--- src/hdl/mief_pkg.sv ---
package mief_pkg;

  // apb byte addresses: printed offsets 0Bh, 8Bh, 8Ch, 0Ch are not all
  // multiples of four, so each is an index and the byte address is 4x
  localparam logic [7:0] CORE_CTRL_IDX_LO = 8'h0b; // bank zero alias
  localparam logic [7:0] CORE_CTRL_IDX_HI = 8'h8b; // bank one alias
  localparam logic [7:0] PERIPH_EN_IDX = 8'h8c;
  localparam logic [7:0] PERIPH_FLAG_IDX = 8'h0c;
  localparam logic [7:0] IRQ_STATUS_IDX = 8'h40; // sticky event status
  localparam logic [7:0] IRQ_MASK_IDX = 8'h41; // mask of status
  localparam int ADDR_W = 12;

  // core control field positions
  localparam int CC_GIE = 7;
  localparam int CC_PERIPHERAL_GROUP_ENABLE = 6;
  localparam int CC_T0IE = 5;
  localparam int CC_EXTIE = 4;
  localparam int CC_PCIE = 3;
  localparam int CC_T0IF = 2;
  localparam int CC_EXTIF = 1;
  localparam int CC_PCIF = 0;

  // peripheral enable and flag positions (shared layout)
  localparam int PF_AD = 6;
  localparam int PF_CCP = 2;
  localparam int PF_TMR2 = 1;
  localparam int PF_TMR1 = 0;
  localparam logic [7:0] PERIPH_IMPL = 8'h47; // implemented bits

  // reset values
  localparam logic [7:0] CORE_CTRL_RST = 8'h00;
  localparam logic [7:0] PERIPH_EN_RST = 8'h00;
  localparam logic [7:0] PERIPH_FLAG_RST = 8'h00;
  localparam logic [6:0] IRQ_STATUS_RST = 7'h00;
  localparam logic [6:0] IRQ_MASK_RST = 7'h00;

  // one pulse per source, same order as the status register
  typedef struct packed {
    logic ad_done;
    logic ccp;
    logic tmr2_match;
    logic tmr1_ovf;
    logic timer_zero_ovf;
    logic ext_edge;
    logic port_change;
  } mief_events_s;

  // apb request carrier
  typedef struct packed {
    logic sel;
    logic enable;
    logic write;
    logic [ADDR_W-1:0] addr;
    logic [31:0] wdata;
  } mief_apb_req_s;

endpackage

--- src/hdl/mief_top.sv ---
// Our own choice: the APB slave port.
`timescale 1ns/1ns
`default_nettype none
module mief_top (
  input wire logic pclk,
  input wire logic presetn,
  input wire logic psel,
  input wire logic penable,
  input wire logic pwrite,
  input wire logic [mief_pkg::ADDR_W-1:0] paddr,
  input wire logic [31:0] pwdata,
  input wire logic [3:0] pstrb,
  output logic [31:0] prdata,
  output logic pready,
  output logic pslverr,
  input wire mief_pkg::mief_events_s events,
  output logic core_irq_req,
  output logic irq
);
  // register file
  logic [7:0] core_irq_control; // enables plus three flags
  logic [7:0] peripheral_irq_enable; // implemented bits only
  logic [7:0] peripheral_irq_flags; // peripheral flags
  logic [6:0] irq_status; // sticky event copies
  logic [6:0] irq_mask; // event interrupt mask
  logic [7:0] core_flags_q; // flag reg instance output
  logic [7:0] core_en_q; // enable half of core control

  mief_pkg::mief_apb_req_s req; // bundled apb request
  logic wr_stb; // access-phase write strobe
  logic rd_stb; // access-phase read strobe
  logic [31:0] rd_word; // selected read value
  logic rd_hit; // address maps to a register
  logic lane0; // low byte lane written
  logic [7:0] wbyte; // low byte of write data

  // field masks derived from the package positions, so the enable
  // and flag halves of core control can never overlap by a typo
  localparam logic [7:0] CC_EN_BITS = 8'(
    (1 << mief_pkg::CC_GIE) | (1 << mief_pkg::CC_PERIPHERAL_GROUP_ENABLE) |
    (1 << mief_pkg::CC_T0IE) | (1 << mief_pkg::CC_EXTIE) |
    (1 << mief_pkg::CC_PCIE));
  localparam logic [7:0] CC_FLAG_BITS = 8'(
    (1 << mief_pkg::CC_T0IF) | (1 << mief_pkg::CC_EXTIF) |
    (1 << mief_pkg::CC_PCIF));

  // a core source is armed when its enable and its flag are both set
  function automatic logic armed(
    input logic [7:0] ctrl,
    input int en_pos,
    input int flag_pos
  );
    armed = ctrl[en_pos] & ctrl[flag_pos];
  endfunction

  // printed offsets are word indices, the bus sees four times them
  // index to byte address
  function automatic logic [mief_pkg::ADDR_W-1:0] byte_addr(
    input logic [7:0] idx
  );
    byte_addr = mief_pkg::ADDR_W'({idx, 2'b00});
  endfunction

  // decode: does the bus address hit a given index
  function automatic logic hit(
    input logic [mief_pkg::ADDR_W-1:0] a,
    input logic [7:0] idx
  );
    hit = (a == byte_addr(idx));
  endfunction

  // bundle the request with one driver so no field is left floating
  assign req = '{
    sel: psel,
    enable: penable,
    write: pwrite,
    addr: paddr,
    wdata: pwdata
  };
  assign lane0 = pstrb[0];
  assign wbyte = pwdata[7:0];

  // register selects, both core control aliases share storage
  // one select for both banks, so either alias lands in the same flops
  logic sel_cc; // core control, either bank
  logic sel_pe; // peripheral enable
  logic sel_pf; // peripheral flags
  logic sel_st; // event status
  logic sel_mk; // event mask

  assign sel_cc = hit(paddr, mief_pkg::CORE_CTRL_IDX_LO) |
                  hit(paddr, mief_pkg::CORE_CTRL_IDX_HI);
  assign sel_pe = hit(paddr, mief_pkg::PERIPH_EN_IDX);
  assign sel_pf = hit(paddr, mief_pkg::PERIPH_FLAG_IDX);
  assign sel_st = hit(paddr, mief_pkg::IRQ_STATUS_IDX);
  assign sel_mk = hit(paddr, mief_pkg::IRQ_MASK_IDX);
  assign rd_hit = sel_cc | sel_pe | sel_pf | sel_st | sel_mk;

  // unmapped addresses fall through to zero
  // read mux, narrow registers sit in the low bits
  always_comb begin
    rd_word = 32'h0000_0000;
    if (sel_cc) begin
      rd_word[7:0] = core_irq_control;
    end else if (sel_pe) begin
      rd_word[7:0] = peripheral_irq_enable;
    end else if (sel_pf) begin
      rd_word[7:0] = peripheral_irq_flags;
    end else if (sel_st) begin
      rd_word[6:0] = irq_status;
    end else if (sel_mk) begin
      rd_word[6:0] = irq_mask;
    end
  end

  // bus front: zero wait states, read data taken in the setup cycle
  mief_apb_slave u_apb (
    .pclk(pclk),
    .presetn(presetn),
    .req(req),
    .rd_word(rd_word),
    .rd_hit(rd_hit),
    .pready(pready),
    .pslverr(pslverr),
    .prdata(prdata),
    .wr_stb(wr_stb),
    .rd_stb(rd_stb)
  );

  // per-register write enables, only when the low lane is strobed
  // upper lanes carry no register bits, so they are ignored
  logic wr_cc; // core control write
  logic wr_pe; // peripheral enable write
  logic wr_pf; // peripheral flag write
  logic wr_st; // status write-one-clear
  logic wr_mk; // mask write
  assign wr_cc = wr_stb & lane0 & sel_cc;
  assign wr_pe = wr_stb & lane0 & sel_pe;
  assign wr_pf = wr_stb & lane0 & sel_pf;
  assign wr_st = wr_stb & lane0 & sel_st;
  assign wr_mk = wr_stb & lane0 & sel_mk;

  // core flag set pulses in their bit positions
  // pulse or level: every cycle high sets the flag again
  logic [7:0] core_set; // timer zero, edge pin, port change
  always_comb begin
    core_set = 8'h00;
    core_set[mief_pkg::CC_T0IF] = events.timer_zero_ovf;
    core_set[mief_pkg::CC_EXTIF] = events.ext_edge;
    core_set[mief_pkg::CC_PCIF] = events.port_change;
  end

  // peripheral flag set pulses, same layout as the enable register
  // shared positions keep each enable paired with its own flag
  logic [7:0] periph_set;
  always_comb begin
    periph_set = 8'h00;
    periph_set[mief_pkg::PF_AD] = events.ad_done;
    periph_set[mief_pkg::PF_CCP] = events.ccp;
    periph_set[mief_pkg::PF_TMR2] = events.tmr2_match;
    periph_set[mief_pkg::PF_TMR1] = events.tmr1_ovf;
  end

  // core flags live in the low three bits; writes may set or clear
  // them, a simultaneous event still wins so nothing is lost
  mief_flag_reg #(
    .W(8),
    .RST(mief_pkg::CORE_CTRL_RST)
  ) u_core_flags (
    .pclk(pclk),
    .presetn(presetn),
    .set_in(core_set),
    .wr_en(wr_cc),
    .wr_data(wbyte & CC_FLAG_BITS),
    .clr_en(1'b0),
    .clr_mask(8'h00),
    .q(core_flags_q)
  );

  // enable half of core control, plain storage; flags kept out so a
  // software write never fights the set path of the flag register
  always_ff @(posedge pclk or negedge presetn) begin
    if (!presetn) begin
      core_en_q <= mief_pkg::CORE_CTRL_RST;
    end else if (wr_cc) begin
      core_en_q <= wbyte & CC_EN_BITS;
    end
  end

  // read view merges both halves, flag half masked to its three bits
  assign core_irq_control = core_en_q |
                            (core_flags_q & CC_FLAG_BITS);

  // peripheral enable, unimplemented bits dropped on write
  // positions never stored cannot read back as anything but zero
  always_ff @(posedge pclk or negedge presetn) begin
    if (!presetn) begin
      peripheral_irq_enable <= mief_pkg::PERIPH_EN_RST;
    end else if (wr_pe) begin
      peripheral_irq_enable <=
        wbyte & mief_pkg::PERIPH_IMPL;
    end
  end

  // peripheral flags kept apart from enables; sticky until written low
  // a write stores the value, yet an event in the same cycle still wins
  mief_flag_reg #(
    .W(8),
    .RST(mief_pkg::PERIPH_FLAG_RST)
  ) u_periph_flags (
    .pclk(pclk),
    .presetn(presetn),
    .set_in(periph_set),
    .wr_en(wr_pf),
    .wr_data(wbyte & mief_pkg::PERIPH_IMPL),
    .clr_en(1'b0),
    .clr_mask(8'h00),
    .q(peripheral_irq_flags)
  );

  // event status is write-one-to-clear, mask is plain storage
  // status sees every source, unlike the grouped core request
  logic [6:0] status_q; // instance output, seven sources
  mief_flag_reg #(
    .W(7),
    .RST(mief_pkg::IRQ_STATUS_RST)
  ) u_status (
    .pclk(pclk),
    .presetn(presetn),
    .set_in(events),
    .wr_en(1'b0),
    .wr_data(7'h00),
    .clr_en(wr_st),
    .clr_mask(wbyte[6:0]),
    .q(status_q)
  );
  assign irq_status = status_q;

  // event mask
  always_ff @(posedge pclk or negedge presetn) begin
    if (!presetn) begin
      irq_mask <= mief_pkg::IRQ_MASK_RST;
    end else if (wr_mk) begin
      irq_mask <= wbyte[6:0];
    end
  end

  // request to the core: global gate over core and peripheral terms
  // per-source peripheral view; one enable bit pairs with one flag
  logic [7:0] periph_armed; // enabled and flagged peripheral sources
  logic core_term; // enabled core sources
  logic periph_term; // enabled peripheral sources
  logic next_req; // next core request level
  assign periph_armed = peripheral_irq_enable & peripheral_irq_flags;
  always_comb begin
    core_term = armed(core_irq_control, mief_pkg::CC_T0IE,
                      mief_pkg::CC_T0IF) |
                armed(core_irq_control, mief_pkg::CC_EXTIE,
                      mief_pkg::CC_EXTIF) |
                armed(core_irq_control, mief_pkg::CC_PCIE,
                      mief_pkg::CC_PCIF);
    // conversion term is among these, gated by its own enable
    periph_term = (|periph_armed) &
                  core_irq_control[mief_pkg::CC_PERIPHERAL_GROUP_ENABLE];
    // global enable gates both groups; flags keep setting regardless
    next_req = core_irq_control[mief_pkg::CC_GIE] &
               (core_term | periph_term);
  end

  // one cycle of latency traded for a glitch-free level at the core
  // registered request so the core sees a clean level
  always_ff @(posedge pclk or negedge presetn) begin
    if (!presetn) begin
      core_irq_req <= 1'b0;
    end else begin
      core_irq_req <= next_req;
    end
  end

  // system interrupt from masked sticky status
  // lags status by one cycle, the same as the core request
  always_ff @(posedge pclk or negedge presetn) begin
    if (!presetn) begin
      irq <= 1'b0;
    end else begin
      irq <= |(irq_status & irq_mask);
    end
  end

  // read strobe is unused: reads have no side effects here
  // upper write lanes and bytes are sunk here on purpose
  logic unused_rd;
  assign unused_rd = rd_stb | (|pstrb[3:1]) | (|pwdata[31:8]);
endmodule
`default_nettype wire

--- src/hdl/mief_flag_reg.sv ---
`timescale 1ns/1ns
`default_nettype none
// one sticky flag bit per source: hardware set wins over software clear
module mief_flag_reg #(
  parameter int W = 8,
  parameter logic [W-1:0] RST = '0
) (
  input wire logic pclk,
  input wire logic presetn,
  input wire logic [W-1:0] set_in,
  input wire logic wr_en,
  input wire logic [W-1:0] wr_data,
  input wire logic clr_en,
  input wire logic [W-1:0] clr_mask,
  output logic [W-1:0] q
);
  logic [W-1:0] next_q; // next flag state

  // write, then write-one-clear, then set overrides both
  always_comb begin
    next_q = q;
    if (wr_en) begin
      next_q = wr_data;
    end
    if (clr_en) begin
      next_q = next_q & ~clr_mask;
    end
    next_q = next_q | set_in;
  end

  // flag storage
  always_ff @(posedge pclk or negedge presetn) begin
    if (!presetn) begin
      q <= RST;
    end else begin
      q <= next_q;
    end
  end
endmodule
`default_nettype wire

--- src/hdl/mief_apb_slave.sv ---
`timescale 1ns/1ns
`default_nettype none
// zero wait apb slave front: decode strobes, registered read data
module mief_apb_slave (
  input wire logic pclk,
  input wire logic presetn,
  input wire mief_pkg::mief_apb_req_s req,
  input wire logic [31:0] rd_word,
  input wire logic rd_hit,
  output logic pready,
  output logic pslverr,
  output logic [31:0] prdata,
  output logic wr_stb,
  output logic rd_stb
);
  logic access; // access phase of any transfer
  logic unused_req; // address and data are decoded by the register file
  assign unused_req = ^{req.addr, req.wdata};

  assign access = req.sel & req.enable;
  assign pready = access; // always ready, no wait states
  assign wr_stb = access & req.write;
  assign rd_stb = access & ~req.write;
  // unmapped addresses answer with an error and no effect
  assign pslverr = access & ~rd_hit;

  // read data captured during setup so it is steady in access phase
  always_ff @(posedge pclk or negedge presetn) begin
    if (!presetn) begin
      prdata <= 32'h0000_0000;
    end else if (req.sel & ~req.enable & ~req.write) begin
      prdata <= rd_hit ? rd_word : 32'h0000_0000;
    end
  end
endmodule
`default_nettype wire

--- config.mk ---
export PLATFORM = sky130hd
export DESIGN_NAME = mief_top
export DESIGN_NICKNAME = d
export VERILOG_FILES = /design/src/hdl/mief_pkg.sv /design/src/hdl/mief_top.sv /design/src/hdl/mief_flag_reg.sv /design/src/hdl/mief_apb_slave.sv
export SDC_FILE = /design/constraint.sdc
export NUM_CORES = 1
export LEC_CHECK = 0
export ABC_AREA = 1
export BUFFER_PORTS_ARGS = -buffer_cell sky130_fd_sc_hd__buf_2
export CORE_ASPECT_RATIO = 0.9
export CORE_UTILIZATION = 52
export DETAILED_ROUTE_END_ITERATION = 10
export GPL_TIMING_DRIVEN = 0
export PLACE_DENSITY = 0.94
export SLEW_MARGIN = 20
export SYNTH_ARGS = -nofsm -noshare
export SYNTH_HDL_FRONTEND = slang
export SYNTH_SLANG_ARGS = --single-unit
export TNS_END_PERCENT = 1
--- constraint.sdc ---
create_clock -name pclk -period 1.4 [get_ports pclk]
set_input_delay 0.07 -clock pclk [delete_from_list [all_inputs] [get_ports pclk]]
set_output_delay 0.07 -clock pclk [all_outputs]
set_load 0.02 [all_outputs]
==> metrics, run 1 <==
status completed; Slew @ Worst Pin 853 ps; clock sinks 40; Gate power share 0.133; Clk pin slew, worst setup/hold paths 80 ps; Critical Path Sink u_status.q[2]; Nets 446; PortBufs 44; post-route cell area 0.00286 sq mm; fraction of power spent switching nets 0.265; DP HPWL 4100 um; Max-Cap Viols 0; Max clock buf depth 2; hold_ws 9.26 ps; CTS H-tree lvls 2; Critical Path Max Stage Delay 300 ps; Switch Pwr 581 uW; Worst setup SP type primary input; CP Capture Type register; DRT met1 WL 2300 um; Die Height 65.1 um; Mapped Area 0.00230 sq mm; overflow left after global routing 0; CP startpoint paddr[9]; asr flop ratio synth 1.00; top cell type's share of synthesized area 0.435; critical path peak fanout 10; largest area contributor in the netlist dfrtp_1; row count 22; final setup violation count 0; Detail Route Antenna Nets 0; GP Congestion 0.943; ANT cells 0; Synth top cells by count nand2_1 (87), dfrtp_1 (40), inv_1 (31), nand3_1 (26); DP Area 0.00268 sq mm; sequential-to-total area share from yosys stat 0.435; die width 72.1 um; Synth area leaders dfrtp_1 (44%), nand2_1 (14%), buf_4 (8.2%), nand3_1 (5.7%), o21ai_1 (5.4%); cts bufs inserted 5; setup slack after layout 99.9 ps; post-detailed-route DRC marker count 0; final WL 5380 um; VDD IR max 0.611 mV; Initial Util 0.553; Pint 1610 uW; CP most frequent cell nand2_1; Final Core Density 0.688; CTS tree done; I/O pins 96; Critical Path AT 1470 ps; Clk Latency, worst-skew pair 290 ps; Leak 0.00159 uW; ys flop type dfrtp_1; Clk pwr share 0.340; number of synthesized flops with an enable pin 0; Tcrit/Tclk final 0.929; antenna violations before repair 0; Pins Over Slew Limit 0; Die ar. 0.00469 sq mm; RR Startpoint u_periph_flags.q[0]; worst hold path class in2reg; WP data required 1570 ps; final setup skew 3.11 ps; fraction of layout cells with a size suffix above 1 0.258; synthesized instance count 304; PD cells 767 mW/mm^2; CTS root buf clkbuf_8; vias in the first global route 2000; DRT iter0 DRCs 259; drt pass-1 iters 5; fmax 0.769 GHz; drt via density 4.97; setup slack, reg-to-reg 300 ps; power share of the sequential group 0.527; P&R area growth vs syn 24.3%; CP Class in2reg; Hold Vio Cnt, Final 0; flops & latches, synth 40; RSZ-0062 raised after global routing no; met3 WL post-DR 496 um; pre-CTS setup slack -155 ps; Yosys warnings 0; headroom to the max-slew limit 0.431; CP Cell Sequence buf_2 -> inv_2 -> nand2_1 -> nor2_2 -> buf_4 -> nor3b_4 -> nand2_2 -> o21ai_1 -> nand2_1; count leader, synth nand2_1; Mapped Avg Cell Area 7.56 sq um; pin count of the biggest net entering global routing 41; vias 2223; metal2 WL 2490 um; Max Used Layer met4; crit path time final 1300 ps; CP max-delay cell nor3b_4; first-pass GRT wire length 8790 um; total track usage 0.242; total core area 0.00416 sq mm; Reg2Reg Depth 3; reg2reg end core_irq_req; WL/cell 12.0 um; library cells used by synthesis 26
## cells in the final DEF, fill, tap and decap left out, drive strengths merged
cell type    synthesis  routed
conb                 1      24
nor2                23      23
mux2                 1       1
dfrtp               40      40
o21ai               28      28
nor3                 3       3
dlygate4sd3          0       7
clkbuf               0       5
nand4               11      11
clkinv               0       3
o211ai               7       7
a21oi                2       2
a21boi               1       1
nand3               26      26
buf                 26      71
a22o                 3       3
nand2               89      89
nor3b                1       1
inv                 40      40
or2                  1       1
a221oi               1       1
## worst max-delay path: cells and delay by family
kind / cells / cell delay, ps
AOI/OAI and AO/OA: 1 / 210
and+or+nand+nor: 5 / 760
buffers and inverters: 3 / 410
## how the worst min path moves through the flow
stage / depth (start not counted) / end / slack [ps] / from
6_report: 3 / u_status.q[4] / 9 / events[4]
5_1_grt: 3 / u_status.q[4] / 3 / events[4]
4_1_cts: 3 / u_status.q[4] / 4 / events[4]
3_5_place_dp: 1 / u_status.q[3] / 230 / presetn
3_3_place_gp: 1 / u_status.q[4] / 220 / presetn
2_1_floorplan: 0 / core_en_q[3] / -230 / presetn
## final cells by class
| class | instances | area (sq um) |
|---|---|---|
| Buffer | 26 | 193 |
| Clock buffer | 5 | 68.8 |
| Sequential cell | 40 | 1000 |
| Multi-Input combinational cell | 221 | 1050 |
| Fill cell | 348 | 1300 |
| Timing Repair Buffer | 52 | 298 |
| Inverter | 40 | 150 |
| Tap cell | 60 | 75.1 |
| Clock inverter | 3 | 18.8 |
## power by group through the flow
stage / Combinational, uW / Clock [uW] / Sequential, uW
final: 292 / 746 / 1160
after CTS: 289 / 753 / 1160
after global placement: 267 / 0 / 1180
after global routing: 322 / 806 / 1160
after detailed placement: 273 / 0 / 1180
after floorplan: 176 / 0 / 1180
## metal layers
| layer | GRT usage | vias up |
|---|---|---|
| li1 | - | 1099 |
| met1 | 0.324 | 978 |
| met2 | 0.408 | 134 |
| met3 | 0.0445 | 12 |
| met4 | 0.0613 | 0 |
| met5 | 0 | - |
## per-stage QoR
step           setup TNS [ps]  power, uW  instances
3_3_place_gp             -419       1450        431
4_1_cts                     0       2200        446
5_1_grt                     0       2280        447
3_5_place_dp            -1160       1450        431
2_1_floorplan               0       1350        327
6_report                    0       2190        447
## repair_timing
action,CTS,global route
buffers inserted,0,1
endpoints found under the setup margin,0,1
hold buffers,7,0
gates resized for setup,0,3
hold endpoints to repair,46,0
## cell families after synthesis
logic type	Yosys count	synth area share
other	1	0.00163
AND/OR/NAND/NOR	154	0.302
buffers and inverters	66	0.149
multiplexers	1	0.00490
AO/OA/AOI/OAI	42	0.107
flip-flops	40	0.435
## state kept, by name, summed over array words and instances (netlist names)
register and count:
irq 1, u_apb.prdata 8, core_irq_req 1, core_en_q 5
u_core_flags.q 3, peripheral_irq_enable 4, u_status.q 7, irq_mask 7
u_periph_flags.q 4
Note: power is estimated with default switching activity, not from simulation.
==> run 2: changes to the inputs <==
--- a/config.mk
+++ b/config.mk
@@ -8,10 +8,10 @@
 export ABC_AREA = 1
 export BUFFER_PORTS_ARGS = -buffer_cell sky130_fd_sc_hd__buf_2
 export CORE_ASPECT_RATIO = 0.9
-export CORE_UTILIZATION = 52
+export CORE_UTILIZATION = 43
 export DETAILED_ROUTE_END_ITERATION = 10
 export GPL_TIMING_DRIVEN = 0
-export PLACE_DENSITY = 0.94
+export PLACE_DENSITY = 0.84
 export SLEW_MARGIN = 20
 export SYNTH_ARGS = -nofsm -noshare
 export SYNTH_HDL_FRONTEND = slang
==> constraint.sdc (replaced) <==
create_clock -name pclk -period 1.1 [get_ports pclk]
set_input_delay 0.055 -clock pclk [delete_from_list [all_inputs] [get_ports pclk]]
set_output_delay 0.055 -clock pclk [all_outputs]
set_load 0.02 [all_outputs]
==> run 2 against run 1 <==
  * Utilization fell by 8.5 points
  * Largest power group unchanged
  * Wire length rose by 5.7%
  * Die area rose by 20%
  * Critical path type is now in2out
  * Flip-flop and latch count did not move
  * Critical endpoint is now pslverr
==> metrics, run 2 (synthesis gave the netlist of run 1 again) <==
status completed; CP Cell Sequence buf_2 -> inv_2 -> nand2_2 -> nor2_2 -> buf_6 -> nand3_1 -> nand4_1 -> nor2_1 -> buf_2; final setup skew 4.15 ps; total core area 0.00498 sq mm; CTS H-tree lvls 2; Pins Over Slew Limit 0; overflow left after global routing 0; biggest regs u_apb.prdata: 8 flops, irq_mask: 7 flops, u_status.q: 7 flops; VDD IR max 0.495 mV; first-pass GRT wire length 8850 um; CTS tree done; Initial Util 0.461; delay-heaviest family, CP simple AND/OR/NAND/NOR gates; PortBufs 44; CP most frequent cell buf_2; Final Power 2910 uW; Die Height 71.4 um; # placed instances 436; Final Core Density 0.603; DRT iter0 DRCs 198; area of the multi-input gates 0.00110 sq mm; DP HPWL 4140 um; row count 24; Max-Cap Viols 0; Hold Vio Cnt, Final 0; P&R area growth vs syn 30.6%; Die ar. 0.00564 sq mm; critical path peak fanout 7; CP startpoint paddr[10]; drt pass-1 iters 5; total track usage 0.204; die width 79.1 um; fillers 466; fmax 0.915 GHz; CTS root buf clkbuf_8; Critical Path AT 1040 ps; commonest non-fill, non-tap cell in the layout nand2_1; Finished Layout Cells 461; GP Congestion 0.897; hold_sp pwdata[2]; Clk pin slew, worst setup/hold paths 80 ps; vias in the first global route 1916; Seq. cell area 0.00100 sq mm; I/O pins 96; max reg flops 8; Tcrit/Tclk final 0.994; cts bufs inserted 5; antenna violations before repair 0; pin count of the biggest net entering global routing 41; Max clock buf depth 2; instance count on the critical path 9; drt via density 4.91; Worst setup SP type primary input; worst hold path class in2reg; Slew @ Worst Pin 539 ps; WL/cell 12.3 um; Detail Route Antenna Nets 0; CP max-delay cell nor2_2; final setup violation count 0; most frequent cells in the layout nand2_1 (83), buf_2 (44), dfrtp_1 (40); WP data required 1040 ps; Biggest register u_apb.prdata; Critical Path Max Stage Delay 170 ps; Reg2Reg Depth 4; post-detailed-route DRC marker count 0; Worst Path Buf+Inv 4; clock sinks 40; RR Startpoint irq_mask[0]; WHS Path Cells 3; PD cells 968 mW/mm^2; Clk Latency, worst-skew pair 290 ps; vias 2262; fraction of layout cells with a size suffix above 1 0.295; crit path time final 1090 ps; Nets 455; ANT cells 0; CP Capture Type output pin; headroom to the max-slew limit 0.640; RSZ-0062 raised after global routing yes; final WL 5680 um; hold_ws 23.0 ps; CP Class in2out; Leak 0.00163 uW; pre-CTS setup slack -354 ps; setup slack after layout 7.02 ps
[run 2: changes by cell type in the layout (fill, tap and decap cells not counted), moves of 2 or more]
cell | previous run | this run
clkinv_2 | 2 | 0
inv_4 | 0 | 2
o21ai_1 | 25 | 27
o21ai_0 | 3 | 1
buf_4 | 26 | 32
nand2_1 | 86 | 83
nand2_2 | 3 | 6
nor2_1 | 19 | 15
nor2_2 | 2 | 5
dlygate4sd3_1 | 7 | 9
[run 2: cell type report]
type	instances	area share
Multi-Input combinational cell	221	0.367
Sequential cell	40	0.333
Timing Repair Buffer	61	0.124
Buffer	26	0.0654
Inverter	40	0.0516
Clock buffer	7	0.0287
Tap cell	65	0.0271
Clock inverter	1	0.00250
[run 2: timing repair]
item,in CTS,in global routing
endpoints found under the setup margin,15,70
setup buffers,2,6
hold buffers,9,0
cloned,0,0
resized for setup,6,13
pin swaps,1,5
hold endpoints to repair,50,0
[run 2: worst paths after layout]
kind                                       end  slack [ps]
max                                    pslverr           7
min                          u_core_flags.q[2]          20
max reg2reg                                irq          70
min reg2reg                    u_apb.prdata[4]         480
max in group asynchronous  u_periph_flags.q[2]         420
min in group asynchronous      u_apb.prdata[4]         310
[run 2: power breakdown]
group / leakage [uW] / switching, uW / internal, uW / total, uW
logic: 0.00110 / 245 / 159 / 404
registers: 0.000486 / 0.583 / 1470 / 1470
clock network: 0.0000445 / 523 / 510 / 1030
total: 0.00163 / 768 / 2140 / 2910
[run 2: tightest hold or removal path: cells and delay by family]
kind,cells,cell delay (ps)
buffers and inverters,1,100
AO/OA/AOI/OAI,1,70
AND/OR/NAND/NOR,1,60
[run 2: metal layers]
| layer | GRT usage | routed length (um) | vias up |
|---|---|---|---|
| met1 | 0.272 | 2500 | 1019 |
| met5 | 0 | 0 | - |
| met3 | 0.0344 | 438 | 14 |
| met4 | 0.0545 | 88 | 0 |
| li1 | - | - | 1117 |
| met2 | 0.345 | 2660 | 112 |
[run 2: per-stage QoR]
stage               instance area (sq um)  TNS [ps]
global placement                     2710     -9170
finish                               3000         0
CTS                                  2930     -44.8
global route                         3000     -88.0
detailed placement                   2710    -10100
floorplan                            2410         0
==> run 3: changes to the inputs <==
--- a/config.mk
+++ b/config.mk
@@ -7,7 +7,6 @@
 export LEC_CHECK = 0
 export ABC_AREA = 1
 export BUFFER_PORTS_ARGS = -buffer_cell sky130_fd_sc_hd__buf_2
-export CORE_ASPECT_RATIO = 0.9
 export CORE_UTILIZATION = 43
 export DETAILED_ROUTE_END_ITERATION = 10
 export GPL_TIMING_DRIVEN = 0
==> run 3 against run 2 <==
  * Wire length increased by 1.3%
  * Largest cell class unchanged
  * Via count decreased by 1.1%
  * Sequential power about the same
  * Flip-flop and latch count unchanged
  * Clock skew increased by 1.3 ps
  * Total power increased by 5.1%
  * Global-route usage increased by 1.8 points
  * Clock power increased by 15%
  * Cell area increased by 1.6%
  * Worst hold slack got worse by 1.9 ps
  * Sequential share of layout area decreased by 0.52 points
==> metrics, run 3 (synthesis gave the netlist of run 1 again) <==
Critical Path Max Stage Delay 410 ps; DRT iter0 DRCs 126; Biggest register u_apb.prdata; Worst Path Buf+Inv 0; Initial Util 0.447; status completed; CTS H-tree lvls 2; WL/cell 12.3 um; Critical Path Sink core_irq_req; CP max-delay cell dfrtp_1; cts bufs inserted 5; Clk Latency, worst-skew pair 290 ps; vias 2237; first-pass GRT wire length 9220 um; Tcrit/Tclk final 0.985; CTS tree done; CTS root buf clkbuf_8; PD cells 1000 mW/mm^2; CP Class reg2reg; row count 26; CP Capture Type register; PortBufs 44; Reg2Reg Depth 3; # placed instances 441; pin count of the biggest net entering global routing 41; headroom to the max-slew limit 0.651; RR Startpoint u_periph_flags.q[1]; VDD IR max 0.541 mV; pre-CTS setup slack -432 ps; RSZ-0062 raised after global routing yes; biggest regs u_apb.prdata: 8 flops, irq_mask: 7 flops, u_status.q: 7 flops; CP startpoint u_periph_flags.q[1]; Setup TNS 0 ps; Final Core Density 0.594; fmax 0.923 GHz; instance count on the critical path 3; Max clock buf depth 2; final setup skew 5.44 ps; Leak 0.00167 uW; total track usage 0.223; CP Cell Sequence a22o_1 -> o21ai_2 -> a21boi_0; total core area 0.00514 sq mm; DP HPWL 4280 um; setup slack after layout 16.2 ps; drt pass-1 iters 4; max reg flops 8; WP data required 1260 ps; setup slack, reg-to-reg 20 ps; ANT cells 0; post-detailed-route DRC marker count 0; Clk pin slew, worst setup/hold paths 80 ps; Nets 455; overflow left after global routing 0; Critical Path AT 1250 ps; critical path peak fanout 3; final WL 5760 um; WHS Path Cells 3; antenna violations before repair 0; I/O pins 96; clock sinks 40; delay-heaviest family, CP compound AO/OA/AOI/OAI gates; Finished Layout Cells 466; GP Congestion 0.929; Hold Vio Cnt, Final 0; post-route cell area 0.00305 sq mm; crit path time final 1080 ps; fraction of layout cells with a size suffix above 1 0.301; drt via density 4.80; Pins Over Slew Limit 0; commonest non-fill, non-tap cell in the layout nand2_1; worst hold path class in2reg; DP Area 0.00272 sq mm; Die Height 75.1 um; Detail Route Antenna Nets 0; Max-Cap Viols 0; reg2reg end core_irq_req; Worst setup SP type register; Die ar. 0.00564 sq mm; vias in the first global route 2039; P&R area growth vs syn 32.7%; most frequent cells in the layout nand2_1 (83), buf_2 (43), dfrtp_1 (40); Slew @ Worst Pin 524 ps; die width 75.1 um; final setup violation count 0
==> run 3: changes by cell type in the layout (fill, tap and decap cells not counted), moves of 2 or more <==
| cell | before | now |
|---|---|---|
| nand2_2 | 6 | 4 |
| nand2_4 | 0 | 2 |
| o21ai_1 | 27 | 25 |
| o21ai_2 | 0 | 2 |
==> run 3: stage by stage <==
step	power, uW	hold slack, ps
2_1_floorplan	1730	-241
3_3_place_gp	1850	205
3_5_place_dp	1850	214
4_1_cts	3060	9.50
5_1_grt	3170	38.5
6_report	3060	21.1
==> run 3: worst min path at each step <==
| stage | startpoint | to | slack, ps |
|---|---|---|---|
| 3_3_place_gp | presetn | u_apb.prdata[3] | 210 |
| 5_1_grt | pwdata[2] | u_core_flags.q[2] | 40 |
| 2_1_floorplan | presetn | core_en_q[3] | -240 |
| 6_report | pwdata[2] | u_core_flags.q[2] | 20 |
| 3_5_place_dp | presetn | u_apb.prdata[4] | 210 |
| 4_1_cts | pwdata[2] | u_core_flags.q[2] | 9 |
==> run 3: worst register-to-register path: cells and delay by family, from the launching register on <==
kind | cells | cell delay (ps)
AOI/OAI and AO/OA | 3 | 550
DFF | 1 | 410
==> run 3: final cells by class <==
| type | count | area [sq um] |
|---|---|---|
| clock inverter | 2 | 35.0 |
| multi-input combinational | 221 | 1130 |
| clock buffer | 6 | 72.6 |
| tap | 70 | 87.6 |
| sequential | 40 | 1000 |
| buffer | 26 | 196 |
| inverter | 40 | 153 |
| fill | 483 | 2090 |
| timing repair buffer | 61 | 378 |
==> run 3: repair_timing <==
| item | in CTS | in global routing |
|---|---|---|
| pin swaps | 4 | 3 |
| gates cloned | 0 | 0 |
| hold buffers | 10 | 0 |
| setup endpoints to repair | 13 | 56 |
| setup buffers | 6 | 1 |
| endpoints found under the hold margin | 50 | 0 |
| gates resized for setup | 9 | 14 |
==> run 3: per-layer routing <==
metal,vias to the layer above,global-route usage,part of all wire
li1,1122,-,-
met1,1014,0.279,0.44
met2,87,0.372,0.48
met3,14,0.0509,0.053
met4,0,0.0926,0.023
met5,-,0,0
==> run 3: where the power goes <==
| part | internal (uW) | total, uW | switching [uW] |
|---|---|---|---|
| Clock | 673 | 1180 | 504 |
| Combinational | 161 | 407 | 246 |
| Sequential | 1470 | 1470 | 0.565 |
| Total | 2300 | 3060 | 751 |
